File: config.mk
export PLATFORM = sky130hd
export DESIGN_NAME = wwds_top
export DESIGN_NICKNAME = d
export VERILOG_FILES = /design/src/hdl/wwds_pkg.sv /design/src/hdl/wwds_insync.sv /design/src/hdl/wwds_hold.sv /design/src/hdl/wwds_top.sv
export SDC_FILE = /design/constraint.sdc
export NUM_CORES = 1
export LEC_CHECK = 0
export BUFFER_PORTS_ARGS = -buffer_cell sky130_fd_sc_hd__buf_2
export CAP_MARGIN = 10
export CORE_AREA = 2 2 179 181
export CTS_CLUSTER_DIAMETER = 80
export DETAILED_ROUTE_END_ITERATION = 16
export DIE_AREA = 0 0 181 183
export SLEW_MARGIN = 20
export SYNTH_ARGS = -nofsm -noshare
export SYNTH_HDL_FRONTEND = slang
export SYNTH_SLANG_ARGS = --single-unit
File: constraint.sdc
create_clock -name aclk -period 4 [get_ports aclk]
set_input_delay 0.4 -clock aclk [delete_from_list [all_inputs] [get_ports aclk]]
set_output_delay 0.4 -clock aclk [all_outputs]
set_load 0.05 [all_outputs]
File: src/hdl/wwds_pkg.sv
// Purpose: shared constants and types of the windowed watchdog supervisor
// Assumes: aclk at 40 MHz, 32-bit AXI4-Lite register bus
// Notes: times are kept as printed, cycle counts are derived from them
package wwds_pkg;
  localparam int unsigned CLK_PERIOD_NS = 25;
  localparam int unsigned KICK_TIMEOUT_NS = 24_600_000;
  localparam int unsigned RESET_PERIOD_NS = 14_500_000;
  // longest time rounds down, least time rounds up
  localparam int unsigned KICK_TIMEOUT_CYC = KICK_TIMEOUT_NS / CLK_PERIOD_NS;
  localparam int unsigned RESET_PERIOD_CYC = (RESET_PERIOD_NS + CLK_PERIOD_NS - 1) / CLK_PERIOD_NS;
  localparam int unsigned DP_DIV_SHIFT = 5;

  localparam logic [7:0] OFS_TIMEOUT = 8'h00;
  localparam logic [7:0] OFS_RESET = 8'h04;
  localparam logic [7:0] OFS_STATUS = 8'h08;
  localparam logic [7:0] OFS_INT_STAT = 8'h0C;
  localparam logic [7:0] OFS_INT_MASK = 8'h10;

  localparam int unsigned INT_W = 3;
  localparam int unsigned INT_TIMEOUT = 0;
  localparam int unsigned INT_EARLY = 1;
  localparam int unsigned INT_SUPPLY = 2;
  localparam logic [INT_W-1:0] INT_MASK_RST = 3'h0;

  localparam int unsigned ST_RUNNING = 0;
  localparam int unsigned ST_HOLDING = 1;
  localparam int unsigned ST_WINDOW = 2;
  localparam int unsigned ST_ENABLED = 3;
  localparam int unsigned ST_SUPPLY = 4;
  localparam int unsigned ST_FAULT_PIN = 5;
  localparam int unsigned ST_RESET_PIN = 6;

  // synchroniser lanes
  localparam int unsigned IN_W = 6;
  localparam int unsigned IN_KICK = 0;
  localparam int unsigned IN_MODE = 1;
  localparam int unsigned IN_EN = 2;
  localparam int unsigned IN_SUPPLY = 3;
  localparam int unsigned IN_FAULT = 4;
  localparam int unsigned IN_RESET = 5;

  localparam logic [1:0] RESP_OKAY = 2'h0;
  localparam logic [1:0] RESP_SLVERR = 2'h2;

  typedef enum logic [1:0] {KICK_RISE, KICK_FALL, KICK_BOTH} wwds_edge_t;
  typedef enum logic [1:0] {PH_OFF, PH_RUN, PH_HOLD} wwds_phase_t;
endpackage : wwds_pkg

File: src/hdl/wwds_insync.sv
// Purpose: two-flop synchroniser with edge flags for pin inputs
// Assumes: inputs asynchronous to aclk
// Notes: edges are taken between second and third stage only
`timescale 1ns/1ps
`default_nettype none
module wwds_insync #(
  parameter int unsigned W = 1
) (
  input wire logic aclk,
  input wire logic aresetn,
  input wire logic [W-1:0] pin,
  output logic [W-1:0] level,
  output logic [W-1:0] rise,
  output logic [W-1:0] fall
);
  typedef struct packed {
    logic [W-1:0] meta;
    logic [W-1:0] sync;
    logic [W-1:0] last;
  } wwds_sync_t;
  wwds_sync_t s_q, s_d;

  always_comb begin
    s_d.meta = pin;
    s_d.sync = s_q.meta;
    s_d.last = s_q.sync;
  end

  always_ff @(posedge aclk) begin
    if (!aresetn) begin
      s_q <= '0;
    end else begin
      s_q <= s_d;
    end
  end

  assign level = s_q.sync;
  assign rise = s_q.sync & ~s_q.last;
  assign fall = ~s_q.sync & s_q.last;
endmodule : wwds_insync
`default_nettype wire

File: src/hdl/wwds_hold.sv
// Purpose: one-shot hold timer
// Assumes: period of at least one cycle
// Notes: a new start reloads the count
`timescale 1ns/1ps
`default_nettype none
module wwds_hold #(
  parameter int unsigned CW = 32
) (
  input wire logic aclk,
  input wire logic aresetn,
  input wire logic start,
  input wire logic [CW-1:0] period,
  output logic busy
);
  typedef struct packed {
    logic run;
    logic [CW-1:0] cnt;
  } wwds_hold_t;
  wwds_hold_t s_q, s_d;

  always_comb begin
    s_d = s_q;
    if (start) begin
      s_d.run = 1'b1;
      s_d.cnt = '0;
    end else if (s_q.run) begin
      if (s_q.cnt >= period - 1'b1) begin
        s_d.run = 1'b0;
      end else begin
        s_d.cnt = s_q.cnt + 1'b1;
      end
    end
  end

  always_ff @(posedge aclk) begin
    if (!aresetn) begin
      s_q <= '0;
    end else begin
      s_q <= s_d;
    end
  end

  assign busy = s_q.run;
endmodule : wwds_hold
`default_nettype wire

File: src/hdl/wwds_top.sv
// Purpose: windowed watchdog supervisor with AXI4-Lite registers
// Assumes: pins asynchronous, supply_low from an analog detector
// Notes: periods are cycle counts held in writable registers
//
// Our own choices: the placing of the registers and register access over AXI4-Lite.
`timescale 1ns/1ps
`default_nettype none
module wwds_top #(
  parameter logic HAS_MODE_PIN = 1'b1,
  parameter logic EN_ACTIVE_HIGH = 1'b1,
  parameter wwds_pkg::wwds_edge_t KICK_EDGE = wwds_pkg::KICK_RISE,
  parameter logic [31:0] KICK_TIMEOUT_CYC = 32'(wwds_pkg::KICK_TIMEOUT_CYC),
  parameter logic [31:0] RESET_PERIOD_CYC = 32'(wwds_pkg::RESET_PERIOD_CYC)
) (
  input wire logic aclk,
  input wire logic aresetn,
  input wire logic [7:0] s_axi_awaddr,
  input wire logic s_axi_awvalid,
  output logic s_axi_awready,
  input wire logic [31:0] s_axi_wdata,
  input wire logic [3:0] s_axi_wstrb,
  input wire logic s_axi_wvalid,
  output logic s_axi_wready,
  output logic [1:0] s_axi_bresp,
  output logic s_axi_bvalid,
  input wire logic s_axi_bready,
  input wire logic [7:0] s_axi_araddr,
  input wire logic s_axi_arvalid,
  output logic s_axi_arready,
  output logic [31:0] s_axi_rdata,
  output logic [1:0] s_axi_rresp,
  output logic s_axi_rvalid,
  input wire logic s_axi_rready,
  input wire logic kick_input,
  input wire logic mode_select,
  input wire logic watchdog_enable,
  input wire logic supply_low,
  input wire logic fault_output_i,
  output logic fault_output_o,
  output logic fault_output_oe,
  input wire logic reset_output_i,
  output logic reset_output_o,
  output logic reset_output_oe,
  output logic irq
);
  import wwds_pkg::*;

  typedef struct packed {
    wwds_phase_t ph;
    logic win;
    logic [31:0] cnt;
    logic [31:0] timeout;
    logic [31:0] rst_per;
    logic [INT_W-1:0] int_stat;
    logic [INT_W-1:0] int_mask;
    logic irq;
    logic fo_oe;
    logic ro_oe;
    logic drv_lvl;
    logic aw_have;
    logic [7:0] awaddr;
    logic awrdy;
    logic w_have;
    logic [31:0] wdata;
    logic [3:0] wstrb;
    logic wrdy;
    logic bvalid;
    logic [1:0] bresp;
    logic ardy;
    logic rvalid;
    logic [31:0] rdata;
    logic [1:0] rresp;
  } wwds_core_t;
  wwds_core_t s_q, s_d;

  logic [IN_W-1:0] pin_lvl, pin_rise, pin_fall;
  logic hold_busy;
  logic wd_en, kick_ev, supply_bad, ok, early, expired;
  logic [31:0] dp_cyc, closed_cyc, status;
  logic [INT_W-1:0] ev, w1c;

  function automatic logic is_mapped(input logic [7:0] a);
    return a == OFS_TIMEOUT || a == OFS_RESET || a == OFS_STATUS ||
           a == OFS_INT_STAT || a == OFS_INT_MASK;
  endfunction : is_mapped

  function automatic logic [31:0] merge(input logic [31:0] old, input logic [31:0] nw,
                                        input logic [3:0] strb);
    logic [31:0] r;
    r = old;
    for (int i = 0; i < 4; i++) begin
      if (strb[i]) begin
        r[i*8 +: 8] = nw[i*8 +: 8];
      end
    end
    return r;
  endfunction : merge

  wwds_insync #(.W(IN_W)) u_sync (
    .aclk(aclk),
    .aresetn(aresetn),
    .pin({reset_output_i, fault_output_i, supply_low, watchdog_enable, mode_select, kick_input}),
    .level(pin_lvl),
    .rise(pin_rise),
    .fall(pin_fall)
  );

  // reset period continues after the supply recovers
  wwds_hold #(.CW(32)) u_supply_hold (
    .aclk(aclk),
    .aresetn(aresetn),
    .start(pin_fall[IN_SUPPLY]),
    .period(s_q.rst_per),
    .busy(hold_busy)
  );

  always_comb begin
    wd_en = EN_ACTIVE_HIGH ? pin_lvl[IN_EN] : ~pin_lvl[IN_EN];
    unique case (KICK_EDGE)
      KICK_RISE: kick_ev = pin_rise[IN_KICK];
      KICK_FALL: kick_ev = pin_fall[IN_KICK];
      default: kick_ev = pin_rise[IN_KICK] | pin_fall[IN_KICK];
    endcase
    // fall cycle bridges the gap before the hold timer runs
    supply_bad = pin_lvl[IN_SUPPLY] | pin_fall[IN_SUPPLY] | hold_busy;
    ok = wd_en & ~supply_bad;
    dp_cyc = s_q.timeout >> DP_DIV_SHIFT;
    closed_cyc = dp_cyc + dp_cyc;
    early = s_q.win & (s_q.cnt < closed_cyc);
    expired = s_q.cnt >= s_q.timeout - 32'h0000_0001;
    status = '0;
    status[ST_RUNNING] = s_q.ph == PH_RUN;
    status[ST_HOLDING] = s_q.ph == PH_HOLD;
    status[ST_WINDOW] = s_q.win;
    status[ST_ENABLED] = wd_en;
    status[ST_SUPPLY] = supply_bad;
    status[ST_FAULT_PIN] = pin_lvl[IN_FAULT];
    status[ST_RESET_PIN] = pin_lvl[IN_RESET];
  end

  always_comb begin
    s_d = s_q;
    ev = '0;
    w1c = '0;
    // watchdog sequencer
    unique case (s_q.ph)
      PH_OFF: begin
        s_d.cnt = '0;
        if (ok) begin
          s_d.ph = PH_RUN;
          s_d.win = HAS_MODE_PIN ? ~pin_lvl[IN_MODE] : 1'b1;
        end
      end
      PH_RUN: begin
        if (!ok) begin
          s_d.ph = PH_OFF;
        end else if (kick_ev && early) begin
          s_d.ph = PH_HOLD;
          s_d.cnt = '0;
          ev[INT_EARLY] = 1'b1;
        end else if (kick_ev) begin
          s_d.cnt = '0;
        end else if (expired) begin
          s_d.ph = PH_HOLD;
          s_d.cnt = '0;
          ev[INT_TIMEOUT] = 1'b1;
        end else begin
          s_d.cnt = s_q.cnt + 32'h0000_0001;
        end
      end
      PH_HOLD: begin
        if (s_q.cnt >= s_q.rst_per - 32'h0000_0001) begin
          s_d.ph = ok ? PH_RUN : PH_OFF;
          s_d.cnt = '0;
        end else begin
          s_d.cnt = s_q.cnt + 32'h0000_0001;
        end
      end
      default: begin
        s_d.ph = PH_OFF;
      end
    endcase
    ev[INT_SUPPLY] = pin_rise[IN_SUPPLY];

    // write channel
    if (s_axi_awvalid && s_q.awrdy) begin
      s_d.aw_have = 1'b1;
      s_d.awaddr = s_axi_awaddr;
    end
    if (s_axi_wvalid && s_q.wrdy) begin
      s_d.w_have = 1'b1;
      s_d.wdata = s_axi_wdata;
      s_d.wstrb = s_axi_wstrb;
    end
    if (s_q.bvalid && s_axi_bready) begin
      s_d.bvalid = 1'b0;
    end
    if (s_q.aw_have && s_q.w_have && !s_q.bvalid) begin
      s_d.aw_have = 1'b0;
      s_d.w_have = 1'b0;
      s_d.bvalid = 1'b1;
      s_d.bresp = is_mapped(s_q.awaddr) ? RESP_OKAY : RESP_SLVERR;
      unique case (s_q.awaddr)
        OFS_TIMEOUT: s_d.timeout = merge(s_q.timeout, s_q.wdata, s_q.wstrb);
        OFS_RESET: s_d.rst_per = merge(s_q.rst_per, s_q.wdata, s_q.wstrb);
        OFS_INT_STAT: w1c = s_q.wstrb[0] ? s_q.wdata[INT_W-1:0] : '0;
        OFS_INT_MASK: begin
          if (s_q.wstrb[0]) begin
            s_d.int_mask = s_q.wdata[INT_W-1:0];
          end
        end
        default: ;
      endcase
    end
    s_d.awrdy = ~s_d.aw_have & ~s_d.bvalid;
    s_d.wrdy = ~s_d.w_have & ~s_d.bvalid;

    // read channel
    if (s_q.rvalid && s_axi_rready) begin
      s_d.rvalid = 1'b0;
    end
    if (s_axi_arvalid && s_q.ardy) begin
      s_d.rvalid = 1'b1;
      s_d.rresp = is_mapped(s_axi_araddr) ? RESP_OKAY : RESP_SLVERR;
      unique case (s_axi_araddr)
        OFS_TIMEOUT: s_d.rdata = s_q.timeout;
        OFS_RESET: s_d.rdata = s_q.rst_per;
        OFS_STATUS: s_d.rdata = status;
        OFS_INT_STAT: s_d.rdata = {{(32-INT_W){1'b0}}, s_q.int_stat};
        OFS_INT_MASK: s_d.rdata = {{(32-INT_W){1'b0}}, s_q.int_mask};
        default: s_d.rdata = '0;
      endcase
    end
    s_d.ardy = ~s_d.rvalid;

    // set wins over a same-cycle clear
    s_d.int_stat = (s_q.int_stat & ~w1c) | ev;
    s_d.irq = |(s_d.int_stat & s_d.int_mask);
    // outputs only ever pull low
    s_d.drv_lvl = 1'b0;
    s_d.fo_oe = (s_d.ph == PH_HOLD) | supply_bad;
    s_d.ro_oe = ~HAS_MODE_PIN & supply_bad;
  end

  always_ff @(posedge aclk) begin
    if (!aresetn) begin
      s_q <= '0;
      s_q.ph <= PH_OFF;
      s_q.timeout <= KICK_TIMEOUT_CYC;
      s_q.rst_per <= RESET_PERIOD_CYC;
      s_q.int_mask <= INT_MASK_RST;
    end else begin
      s_q <= s_d;
    end
  end

  assign s_axi_awready = s_q.awrdy;
  assign s_axi_wready = s_q.wrdy;
  assign s_axi_bvalid = s_q.bvalid;
  assign s_axi_bresp = s_q.bresp;
  assign s_axi_arready = s_q.ardy;
  assign s_axi_rvalid = s_q.rvalid;
  assign s_axi_rdata = s_q.rdata;
  assign s_axi_rresp = s_q.rresp;
  assign fault_output_o = s_q.drv_lvl;
  assign fault_output_oe = s_q.fo_oe;
  assign reset_output_o = s_q.drv_lvl;
  assign reset_output_oe = s_q.ro_oe;
  assign irq = s_q.irq;
endmodule : wwds_top
`default_nettype wire

==> impl_results.html, run 1 <==
<table>
<tr><th>Metric</th><th>Value</th></tr>
<tr><th colspan="2">Status</th></tr>
<tr><td>Status</td><td>complete, but fails checks</td></tr>
<tr><td>Failing checks</td><td>negative setup slack</td></tr>
<tr><th colspan="2">Logic synthesis</th></tr>
<tr><td>Post-synthesis sequential area ratio</td><td>0.3448</td></tr>
<tr><td>Compound-gate portion of the synthesized area</td><td>0.1770</td></tr>
<tr><td>Cell Area, Synth</td><td>13880 um2</td></tr>
<tr><td>Primary FF master, synth</td><td>sky130_fd_sc_hd__dfxtp_1</td></tr>
<tr><td>Average footprint of a synthesized cell</td><td>7.980 um2</td></tr>
<tr><td>Xor/xnor share of the synthesized area</td><td>0.05365</td></tr>
<tr><td>Post-synthesis mux area share</td><td>0.008205</td></tr>
<tr><td>Proportion of synthesized flip-flops having asynchronous set or reset</td><td>0</td></tr>
<tr><td>Total of warnings raised by yosys</td><td>0</td></tr>
<tr><td>Yosys cell types</td><td>77</td></tr>
<tr><td>Yosys reg bits</td><td>239</td></tr>
<tr><td>Number of enable-type register cells in the synthesized netlist</td><td>0</td></tr>
<tr><td>Synthesized-area fraction occupied by and/or/nand/nor cells</td><td>0.2456</td></tr>
<tr><td>Number of instances in the synthesized netlist</td><td>1739</td></tr>
<tr><td>Adder-Cell Fraction of Synth Area</td><td>0.1172</td></tr>
<tr><td>Main combinational cell family by area after synthesis</td><td>simple AND/OR/NAND/NOR gates</td></tr>
<tr><th colspan="2">Detailed routing</th></tr>
<tr><td>Detailed-router iteration count before antenna repair</td><td>5</td></tr>
<tr><td>First DRT Iteration DRCs</td><td>1135</td></tr>
<tr><td>Post-route DRC violation count</td><td>0</td></tr>
<tr><td>ANT nets after route</td><td>0</td></tr>
<tr><td>Drt wl/cell</td><td>17.96 um</td></tr>
<tr><td>Post-detailed-routing wire length</td><td>42600 um</td></tr>
<tr><td>Vias after detailed routing</td><td>13290</td></tr>
<tr><td>Avg Vias per Cell</td><td>5.601</td></tr>
<tr><th colspan="2">Cells and area</th></tr>
<tr><td>Core occupancy in the finished layout</td><td>0.5613</td></tr>
<tr><td>Top library cells by usage in the layout, fill and taps aside</td><td>299 x sky130_fd_sc_hd__nand2_1, 237 x sky130_fd_sc_hd__dfxtp_1, 174 x sky130_fd_sc_hd__a21oi_1</td></tr>
<tr><td>Filler-free cell count of the finished design</td><td>2372</td></tr>
<tr><td>Final antenna diode count</td><td>0</td></tr>
<tr><td>Relative area change from synthesis to final layout</td><td>26.33%</td></tr>
<tr><td>Most common cell after layout, fill and taps aside</td><td>sky130_fd_sc_hd__nand2_1</td></tr>
<tr><td>Final Instance Area</td><td>17530 um2</td></tr>
<tr><td>Share of layout cells above drive strength 1</td><td>0.2396</td></tr>
<tr><td>Total Nets Final</td><td>2144</td></tr>
<tr><th colspan="2">Power and ir drop</th></tr>
<tr><td>Cell internal pwr</td><td>4.122 mW</td></tr>
<tr><td>Static Leak</td><td>7.182 nW</td></tr>
<tr><td>Clock network power share</td><td>0.491</td></tr>
<tr><td>Fraction of power consumed by combinational cells</td><td>0.051</td></tr>
<tr><td>Reg power frac</td><td>0.457</td></tr>
<tr><td>Pwr Density</td><td>307.1 nW/um2</td></tr>
<tr><td>Switching power share of the total</td><td>0.2342</td></tr>
<tr><td>Maximum ir drop on the vdd rail</td><td>388.0 uV</td></tr>
<tr><td>Switching pwr</td><td>1.261 mW</td></tr>
<tr><th colspan="2">Clock tree</th></tr>
<tr><td>Clock slew at reported path FFs</td><td>0.06 ns</td></tr>
<tr><td>TritonCTS clock tree</td><td>done</td></tr>
<tr><td>Sinks on the clock net</td><td>239</td></tr>
<tr><td>Clock Latency Late Sink</td><td>0.55 ns</td></tr>
<tr><td>Hold buffer count at CTS</td><td>0</td></tr>
<tr><td>Max Root-Sink Buffers</td><td>3</td></tr>
<tr><td>Deepest level of the CTS H-tree</td><td>1</td></tr>
<tr><td>Inserted Clock Buffers</td><td>27</td></tr>
<tr><td>CTS root buffer</td><td>sky130_fd_sc_hd__clkbuf_16</td></tr>
<tr><th colspan="2">Critical path</th></tr>
<tr><td>Ordered list of cells on the worst path</td><td>or4_4, nor4_4, nor3b_4, nand2_2, nor2_4, buf_4, buf_4, nand2_2, xor2_2, ha_2, a211o_1, a31oi_4, o21ai_4, a211o_4, a211oi_4, or3b_1, a21oi_2</td></tr>
<tr><td>Setup crit end kind</td><td>register</td></tr>
<tr><td>Data required time at the worst endpoint</td><td>4.48 ns</td></tr>
<tr><td>Terminus of the critical flop-to-flop path</td><td>u_supply_hold.s_q[14]</td></tr>
<tr><td>R2r worst-path depth</td><td>17</td></tr>
<tr><td>Crit path from</td><td>s_q[99]</td></tr>
<tr><td>Buf/Inv on CP</td><td>2</td></tr>
<tr><td>Crit-path max FO</td><td>5</td></tr>
<tr><td>Type of the setup path with the least slack</td><td>reg -&gt; reg</td></tr>
<tr><td>Capture point of the critical path</td><td>u_supply_hold.s_q[14]</td></tr>
<tr><td>R2R setup slack</td><td>-0.09 ns</td></tr>
<tr><td>Critical path startpoint category</td><td>register</td></tr>
<tr><td>Dominant delay contributor by cell family on the critical path</td><td>simple AND/OR/NAND/NOR gates</td></tr>
<tr><td>Data arrival time at the worst-slack endpoint</td><td>4.56 ns</td></tr>
<tr><td>Critical Path Max Stage Delay</td><td>0.55 ns</td></tr>
<tr><td>Startpoint of the most critical register-to-register path</td><td>s_q[99]</td></tr>
<tr><td>Levels on crit path</td><td>17</td></tr>
<tr><td>Worst path slowest cell</td><td>sky130_fd_sc_hd__or4_4</td></tr>
<tr><th colspan="2">Timing</th></tr>
<tr><td>Maximum frequency from static timing analysis</td><td>244.8 MHz</td></tr>
<tr><td>Setup clock skew after layout</td><td>0.01908 ns</td></tr>
<tr><td>Clock period minus worst slack</td><td>4.085 ns</td></tr>
<tr><td>Slew Limit Fails</td><td>0</td></tr>
<tr><td>Endpoints failing setup</td><td>41</td></tr>
<tr><td>Final-report hold violation count</td><td>0</td></tr>
<tr><td>Setup repair after global routing missed its margin</td><td>true</td></tr>
<tr><td>Final worst path period share</td><td>1.021</td></tr>
<tr><td>Actual transition at the worst max-transition pin</td><td>0.8418 ns</td></tr>
<tr><td>Tightest hold margin</td><td>0.05549 ns</td></tr>
<tr><td>Post-route setup slack</td><td>-0.08517 ns</td></tr>
<tr><td>Summed negative setup slack over all endpoints</td><td>-1.305 ns</td></tr>
<tr><td>Worst slew slack as a fraction of its limit</td><td>0.4388</td></tr>
<tr><th colspan="2">GRT</th></tr>
<tr><td>Initial antenna violation count</td><td>0</td></tr>
<tr><td>GRT Overall Usage</td><td>0.2531</td></tr>
<tr><td>First-pass GRT wire length</td><td>68050 um</td></tr>
<tr><td>Vias in the first global route</td><td>12660</td></tr>
<tr><td>Total congestion overflow</td><td>0</td></tr>
<tr><td>Largest net degree at the start of global routing</td><td>64</td></tr>
<tr><th colspan="2">Placement</th></tr>
<tr><td>Area after detailed placement</td><td>15480 um2</td></tr>
<tr><td>Input/output buffers</td><td>105</td></tr>
<tr><td>DP Wirelength</td><td>31650 um</td></tr>
<tr><td>Inst Count DP</td><td>2292</td></tr>
<tr><td>Placer Congestion</td><td>0.9259</td></tr>
<tr><th colspan="2">Floorplan</th></tr>
<tr><td>Row count</td><td>65</td></tr>
<tr><td>Starting density of the core</td><td>0.4444</td></tr>
<tr><td>Die Height</td><td>183 um</td></tr>
<tr><td>Die footprint</td><td>33120 um2</td></tr>
<tr><td>Die Width</td><td>181 um</td></tr>
<tr><td>Count of boundary I/O pins</td><td>111</td></tr>
<tr><td>Core area</td><td>31230 um2</td></tr>
<tr><th colspan="2">Worst hold path</th></tr>
<tr><td>Type of the most critical hold path</td><td>in -&gt; reg</td></tr>
<tr><td>Number of instances on the worst hold path</td><td>2</td></tr>
<tr><th colspan="2">Run</th></tr>
<tr><td>Max-Cap Viols</td><td>0</td></tr>
</table>
[power groups by stage]
| stage | logic, mW | clock network, mW | registers [mW] |
|---|---|---|---|
| after floorplan | 0.172 | 0 | 2.51 |
| after global placement | 0.260 | 0 | 2.51 |
| after detailed placement | 0.263 | 0 | 2.51 |
| after CTS | 0.271 | 2.68 | 2.46 |
| after global routing | 0.305 | 2.78 | 2.47 |
| final | 0.277 | 2.64 | 2.46 |
[worst min-delay path by stage]
stage | end | from
finish | u_sync.s_d[8] | watchdog_enable
global route | u_sync.s_d[9] | supply_low
detailed placement | u_sync.level[5] | u_sync.s_d[11]
CTS | u_sync.s_d[7] | mode_select
floorplan | s_q[193] | u_sync.level[1]
global placement | u_sync.level[4] | u_sync.s_d[10]
[synth_stat cells (15+ instances only)]
library cell | n | area share
sky130_fd_sc_hd__xor2_1 | 23 | 0.015
sky130_fd_sc_hd__clkbuf_1 | 48 | 0.013
sky130_fd_sc_hd__nand4_1 | 22 | 0.0099
sky130_fd_sc_hd__o211ai_1 | 16 | 0.0087
sky130_fd_sc_hd__a21o_1 | 24 | 0.013
sky130_fd_sc_hd__or3_1 | 21 | 0.0095
sky130_fd_sc_hd__ha_1 | 130 | 0.12
sky130_fd_sc_hd__and3_1 | 22 | 0.0099
sky130_fd_sc_hd__and2_1 | 26 | 0.012
sky130_fd_sc_hd__nand2_1 | 305 | 0.082
sky130_fd_sc_hd__a22oi_1 | 28 | 0.015
sky130_fd_sc_hd__nor2_1 | 144 | 0.039
sky130_fd_sc_hd__dfxtp_1 | 239 | 0.34
sky130_fd_sc_hd__xnor2_1 | 62 | 0.039
sky130_fd_sc_hd__buf_4 | 39 | 0.021
sky130_fd_sc_hd__nor3_1 | 53 | 0.019
sky130_fd_sc_hd__inv_1 | 46 | 0.012
sky130_fd_sc_hd__a21oi_1 | 189 | 0.068
sky130_fd_sc_hd__nand3_1 | 57 | 0.021
sky130_fd_sc_hd__buf_2 | 15 | 0.0054
sky130_fd_sc_hd__o21ai_0 | 45 | 0.016
[registers in the layout, summed over array words and instances, names as in the netlist]
name                cells
dp_cyc                 27
fault_output_oe         1
irq                     1
s_axi_arready           1
s_axi_awready           1
s_axi_bresp             1
s_axi_bvalid            1
s_axi_rdata            32
s_axi_rresp             1
s_axi_rvalid            1
s_axi_wready            1
s_q                   124
u_supply_hold.busy      1
u_supply_hold.s_q      32
u_sync.level            6
u_sync.s_d              6
u_sync.s_q              2
[through the flow]
stage	total power, mW	setup slack, ns
3_5_place_dp	2.776	-0.5595
5_1_grt	5.551	-0.3313
4_1_cts	5.409	-0.1723
3_3_place_gp	2.772	-0.5032
6_report	5.383	-0.08517
2_1_floorplan	2.681	-0.03340
[routing by layer]
| metal | global-route usage | vias up | part of all wire |
|---|---|---|---|
| met3 | 0.04448 | 76 | 0.073 |
| li1 | - | 6554 | - |
| met5 | 0 | - | 0 |
| met2 | 0.4202 | 431 | 0.45 |
| met1 | 0.3422 | 6224 | 0.45 |
| met4 | 0.06276 | 0 | 0.026 |
[final cells by class]
class	instances	area (um2)
fill	2896	13700
multi-input combinational	1353	9179
sequential	239	4787
timing repair buffer	282	1926
clock buffer	39	820.8
tap	402	503.0
inverter	46	175.2
clock inverter	11	140.1
[cells by family after synthesis]
logic type,count (synthesis)
AND/OR/NAND/NOR,726
AO/OA/AOI/OAI,394
flip-flops,239
buffers and inverters,153
adder cells (fa/ha/maj),130
XOR/XNOR,85
multiplexers,11
other,1
[what timing repair did]
action                                  CTS  global route
resized for setup                       111            71
endpoints found under the setup margin   69            70
pin swaps                                68            37
setup buffers                            22             5
cloned                                    3             0
(Power assumes the default switching activity.)
==> run 2, diff against run 1 <==
CORE_AREA = 2 2 170 172   (was 2 2 179 181)
DIE_AREA = 0 0 172 174   (was 0 0 181 183)
PLACE_DENSITY = 0.68   (was default)
REMOVE_ABC_BUFFERS = 1   (was default)
clock period = 4.7 ns   (was 4 ns; I/O delays follow)
==> run 2 against run 1 <==
Against the previous run:
- the run now ends clean
- sequential share of layout area is 3.4 points higher
- fmax is 7.7% lower
- global-route usage is 0.36 points lower
- design area is 11% lower
- worst setup slack better by 0.36 ns
- first-iteration DRC count is 17% lower
- clock power is 22% lower
- clock skew is 0.0088 ns lower
- sequential power is 15% lower
- combinational power is 22% lower
- cell count is 6.7% lower
==> impl_results.html, run 2 (synthesis gave the netlist of run 1 again) <==
<table>
<tr><th>Metric</th><th>Value</th></tr>
<tr><th colspan="2">Timing</th></tr>
<tr><td>Post-route setup slack</td><td>0.2738 ns (+0.3589 ns)</td></tr>
<tr><td>Maximum frequency from static timing analysis</td><td>225.9 MHz (-7.7%)</td></tr>
<tr><td>Endpoints failing setup</td><td>0 (-100%)</td></tr>
<tr><td>Final worst path period share</td><td>0.9418 (-0.07954)</td></tr>
<tr><td>Tightest hold margin</td><td>0.1344 ns (+0.07894 ns)</td></tr>
<tr><td>Final-report hold violation count</td><td>0 (unchanged)</td></tr>
<tr><td>Actual transition at the worst max-transition pin</td><td>0.7776 ns (-0.06423 ns)</td></tr>
<tr><td>Clock period minus worst slack</td><td>4.426 ns (+0.3411 ns)</td></tr>
<tr><td>Slew Limit Fails</td><td>0 (unchanged)</td></tr>
<tr><td>Worst slew slack as a fraction of its limit</td><td>0.4816 (+0.04282)</td></tr>
<tr><td>Setup clock skew after layout</td><td>0.01028 ns (-0.008807 ns)</td></tr>
<tr><th colspan="2">Run</th></tr>
<tr><td>Max-Cap Viols</td><td>0 (unchanged)</td></tr>
<tr><th colspan="2">Detailed routing</th></tr>
<tr><td>ANT nets after route</td><td>0 (unchanged)</td></tr>
<tr><td>Avg Vias per Cell</td><td>5.678 (+1.4%)</td></tr>
<tr><td>Amount of wire on met3 after detailed routing</td><td>2276 um (-26%)</td></tr>
<tr><td>Wire length on met2</td><td>16740 um (-13%)</td></tr>
<tr><td>Post-detailed-routing wire length</td><td>37470 um (-12%)</td></tr>
<tr><td>Post-route DRC violation count</td><td>0 (unchanged)</td></tr>
<tr><td>First DRT Iteration DRCs</td><td>944 (-17%)</td></tr>
<tr><td>Drt wl/cell</td><td>16.92 um (-5.8%)</td></tr>
<tr><td>Detailed-router iteration count before antenna repair</td><td>6 (+1)</td></tr>
<tr><td>Wire length on met1</td><td>17470 um (-8.4%)</td></tr>
<tr><td>Vias after detailed routing</td><td>12570 (-5.4%)</td></tr>
<tr><td>Highest routing layer actually used</td><td>met4</td></tr>
<tr><th colspan="2">Cells and area</th></tr>
<tr><td>Top library cells by usage in the layout, fill and taps aside</td><td>305 x sky130_fd_sc_hd__nand2_1, 239 x sky130_fd_sc_hd__dfxtp_1, 188 x sky130_fd_sc_hd__a21oi_1</td></tr>
<tr><td>Relative area change from synthesis to final layout</td><td>12.34%</td></tr>
<tr><td>Reg with most FFs</td><td>s_q</td></tr>
<tr><td>Final antenna diode count</td><td>0 (unchanged)</td></tr>
<tr><td>Share of layout cells above drive strength 1</td><td>0.1246 (-0.1150)</td></tr>
<tr><td>Total Nets Final</td><td>2006 (-6.4%)</td></tr>
<tr><td>Core occupancy in the finished layout</td><td>0.5521 (-0.009229)</td></tr>
<tr><td>Most common cell after layout, fill and taps aside</td><td>sky130_fd_sc_hd__nand2_1</td></tr>
<tr><td>Max FFs per register</td><td>124 (unchanged)</td></tr>
<tr><th colspan="2">Worst hold path</th></tr>
<tr><td>Endpoint of the worst hold path</td><td>u_sync.s_d[11]</td></tr>
<tr><td>Type of the most critical hold path</td><td>in -&gt; reg</td></tr>
<tr><td>Number of instances on the worst hold path</td><td>2 (unchanged)</td></tr>
<tr><td>Start point of the worst min-delay path</td><td>reset_output_i</td></tr>
<tr><th colspan="2">Placement</th></tr>
<tr><td>Input/output buffers</td><td>105 (unchanged)</td></tr>
<tr><td>DP Wirelength</td><td>28110 um (-11%)</td></tr>
<tr><td>Placer Congestion</td><td>0.9499 (+2.6%)</td></tr>
<tr><td>Placement Setup Slack</td><td>0.1058 ns (+0.6652 ns)</td></tr>
<tr><th colspan="2">GRT</th></tr>
<tr><td>GRT Overall Usage</td><td>0.2494 (-0.003647)</td></tr>
<tr><td>Largest net degree at the start of global routing</td><td>69 (+7.8%)</td></tr>
<tr><td>First-pass GRT wire length</td><td>60490 um (-11%)</td></tr>
<tr><td>Vias in the first global route</td><td>11830 (-6.6%)</td></tr>
<tr><td>Initial antenna violation count</td><td>0 (unchanged)</td></tr>
<tr><td>Total congestion overflow</td><td>0 (unchanged)</td></tr>
<tr><th colspan="2">Floorplan</th></tr>
<tr><td>Starting density of the core</td><td>0.4914 (+0.04710)</td></tr>
<tr><td>Die footprint</td><td>29930 um2 (-9.6%)</td></tr>
<tr><td>Core area</td><td>28240 um2 (-9.6%)</td></tr>
<tr><td>Die Height</td><td>174 um (-4.9%)</td></tr>
<tr><td>Die Width</td><td>172 um (-5.0%)</td></tr>
<tr><td>Row count</td><td>62 (-4.6%)</td></tr>
<tr><td>Count of boundary I/O pins</td><td>111 (unchanged)</td></tr>
<tr><th colspan="2">Critical path</th></tr>
<tr><td>R2r worst-path depth</td><td>19 (+2)</td></tr>
<tr><td>Type of the setup path with the least slack</td><td>reg -&gt; reg</td></tr>
<tr><td>Startpoint of the most critical register-to-register path</td><td>s_q[97]</td></tr>
<tr><td>Data arrival time at the worst-slack endpoint</td><td>4.85 ns (+0.29 ns)</td></tr>
<tr><td>Setup crit end kind</td><td>register</td></tr>
<tr><td>Terminus of the critical flop-to-flop path</td><td>s_q[187]</td></tr>
<tr><td>Crit-path max FO</td><td>20 (+15)</td></tr>
<tr><td>R2R setup slack</td><td>0.27 ns (+0.36 ns)</td></tr>
<tr><td>Critical path startpoint category</td><td>register</td></tr>
<tr><td>Data required time at the worst endpoint</td><td>5.12 ns (+0.64 ns)</td></tr>
<tr><th colspan="2">Clock tree</th></tr>
<tr><td>Max Root-Sink Buffers</td><td>3 (unchanged)</td></tr>
<tr><td>Sinks on the clock net</td><td>239 (unchanged)</td></tr>
<tr><td>Clock Latency Late Sink</td><td>0.54 ns (about the same)</td></tr>
<tr><td>Inserted Clock Buffers</td><td>27 (unchanged)</td></tr>
<tr><td>Clock slew at reported path FFs</td><td>0.06 ns (about the same)</td></tr>
<tr><td>Deepest level of the CTS H-tree</td><td>1 (unchanged)</td></tr>
<tr><td>CTS root buffer</td><td>sky130_fd_sc_hd__clkbuf_16</td></tr>
<tr><td>TritonCTS clock tree</td><td>done</td></tr>
<tr><th colspan="2">Status</th></tr>
<tr><td>Status</td><td>complete, no violations</td></tr>
<tr><th colspan="2">Power and ir drop</th></tr>
<tr><td>Pwr Density</td><td>279.7 nW/um2 (-8.9%)</td></tr>
<tr><td>Maximum ir drop on the vdd rail</td><td>230.3 uV (-41%)</td></tr>
<tr><td>Static Leak</td><td>6.309 nW (-12%)</td></tr>
</table>
## run 2: cell types whose count changed in the layout (fill, tap and decap cells not counted), sizes merged
cell and change:
clkinvlp +2, o211ai -1, clkinv -2, buf -136
bufinv -2, a21o -1
## run 2: what timing repair did
item,CTS,global route
endpoints found under the setup margin,0,58
setup buffers,0,2
hold buffers,0,0
resized for setup,0,13
## run 2: per-layer routing
metal / vias up / global-route usage
met2: 346 / 0.3946
met5: - / 0
met1: 5905 / 0.3569
met4: 0 / 0.07353
met3: 64 / 0.02869
li1: 6255 / -
## run 2: through the flow
stage                     TNS (ns)  cell area [um2]  instances  total power, mW
after detailed placement         0            14650       2164            2.354
final                            0            15590       2214            4.360
after global placement           0            14650       2164            2.350
after floorplan                  0            13330       1636            2.257
after global routing      -0.01085            15590       2214            4.501
after CTS                        0            15510       2212            4.398
## run 2: final cells by class
class,instances,area [um2]
fillers,2743,12650
multi-input cells,1351,8442
flip-flops and latches,239,4785
repair buffers,146,845.8
clock buffers,39,780.7
well taps,384,480.5
inverters,46,175.2
clock inverters,9,81.33
## run 2: critical path, cell delays in order, from the launching register on
cell and delay, ns:
sky130_fd_sc_hd__dfxtp_1 0.35, sky130_fd_sc_hd__or4_1 0.61, sky130_fd_sc_hd__nor4_4 0.23, sky130_fd_sc_hd__nor3b_4 0.28
sky130_fd_sc_hd__nand2_1 0.16, sky130_fd_sc_hd__nor2_4 0.16, sky130_fd_sc_hd__nand3_1 0.17, sky130_fd_sc_hd__nor3_2 0.21
sky130_fd_sc_hd__xnor2_1 0.12, sky130_fd_sc_hd__ha_1 0.35, sky130_fd_sc_hd__nand4_1 0.14, sky130_fd_sc_hd__nor3_2 0.27
sky130_fd_sc_hd__nand4b_1 0.13, sky130_fd_sc_hd__a31oi_1 0.24, sky130_fd_sc_hd__nor3_2 0.09, sky130_fd_sc_hd__o21ai_1 0.23
sky130_fd_sc_hd__buf_12 0.19, sky130_fd_sc_hd__a21o_1 0.15, sky130_fd_sc_hd__buf_4 0.17, sky130_fd_sc_hd__a21oi_1 0.06
## run 2: where the power goes
part | internal (mW) | total (mW) | leakage, nW | switching (mW)
sequential | 2.06 | 2.09 | 1.93 | 0.0325
clock | 1.20 | 2.05 | 0.418 | 0.847
combinational | 0.0687 | 0.217 | 3.96 | 0.149
total | 3.33 | 4.36 | 6.31 | 1.03
## run 2: worst max path at each step
| stage | start | endpoint | cells past startpoint |
|---|---|---|---|
| global placement | s_q[97] | s_q[187] | 19 |
| global route | s_q[97] | s_q[186] | 19 |
| detailed placement | s_q[97] | s_q[190] | 19 |
| finish | s_q[97] | s_q[187] | 19 |
| CTS | s_q[97] | s_q[190] | 19 |
| floorplan | s_q[97] | s_q[164] | 17 |
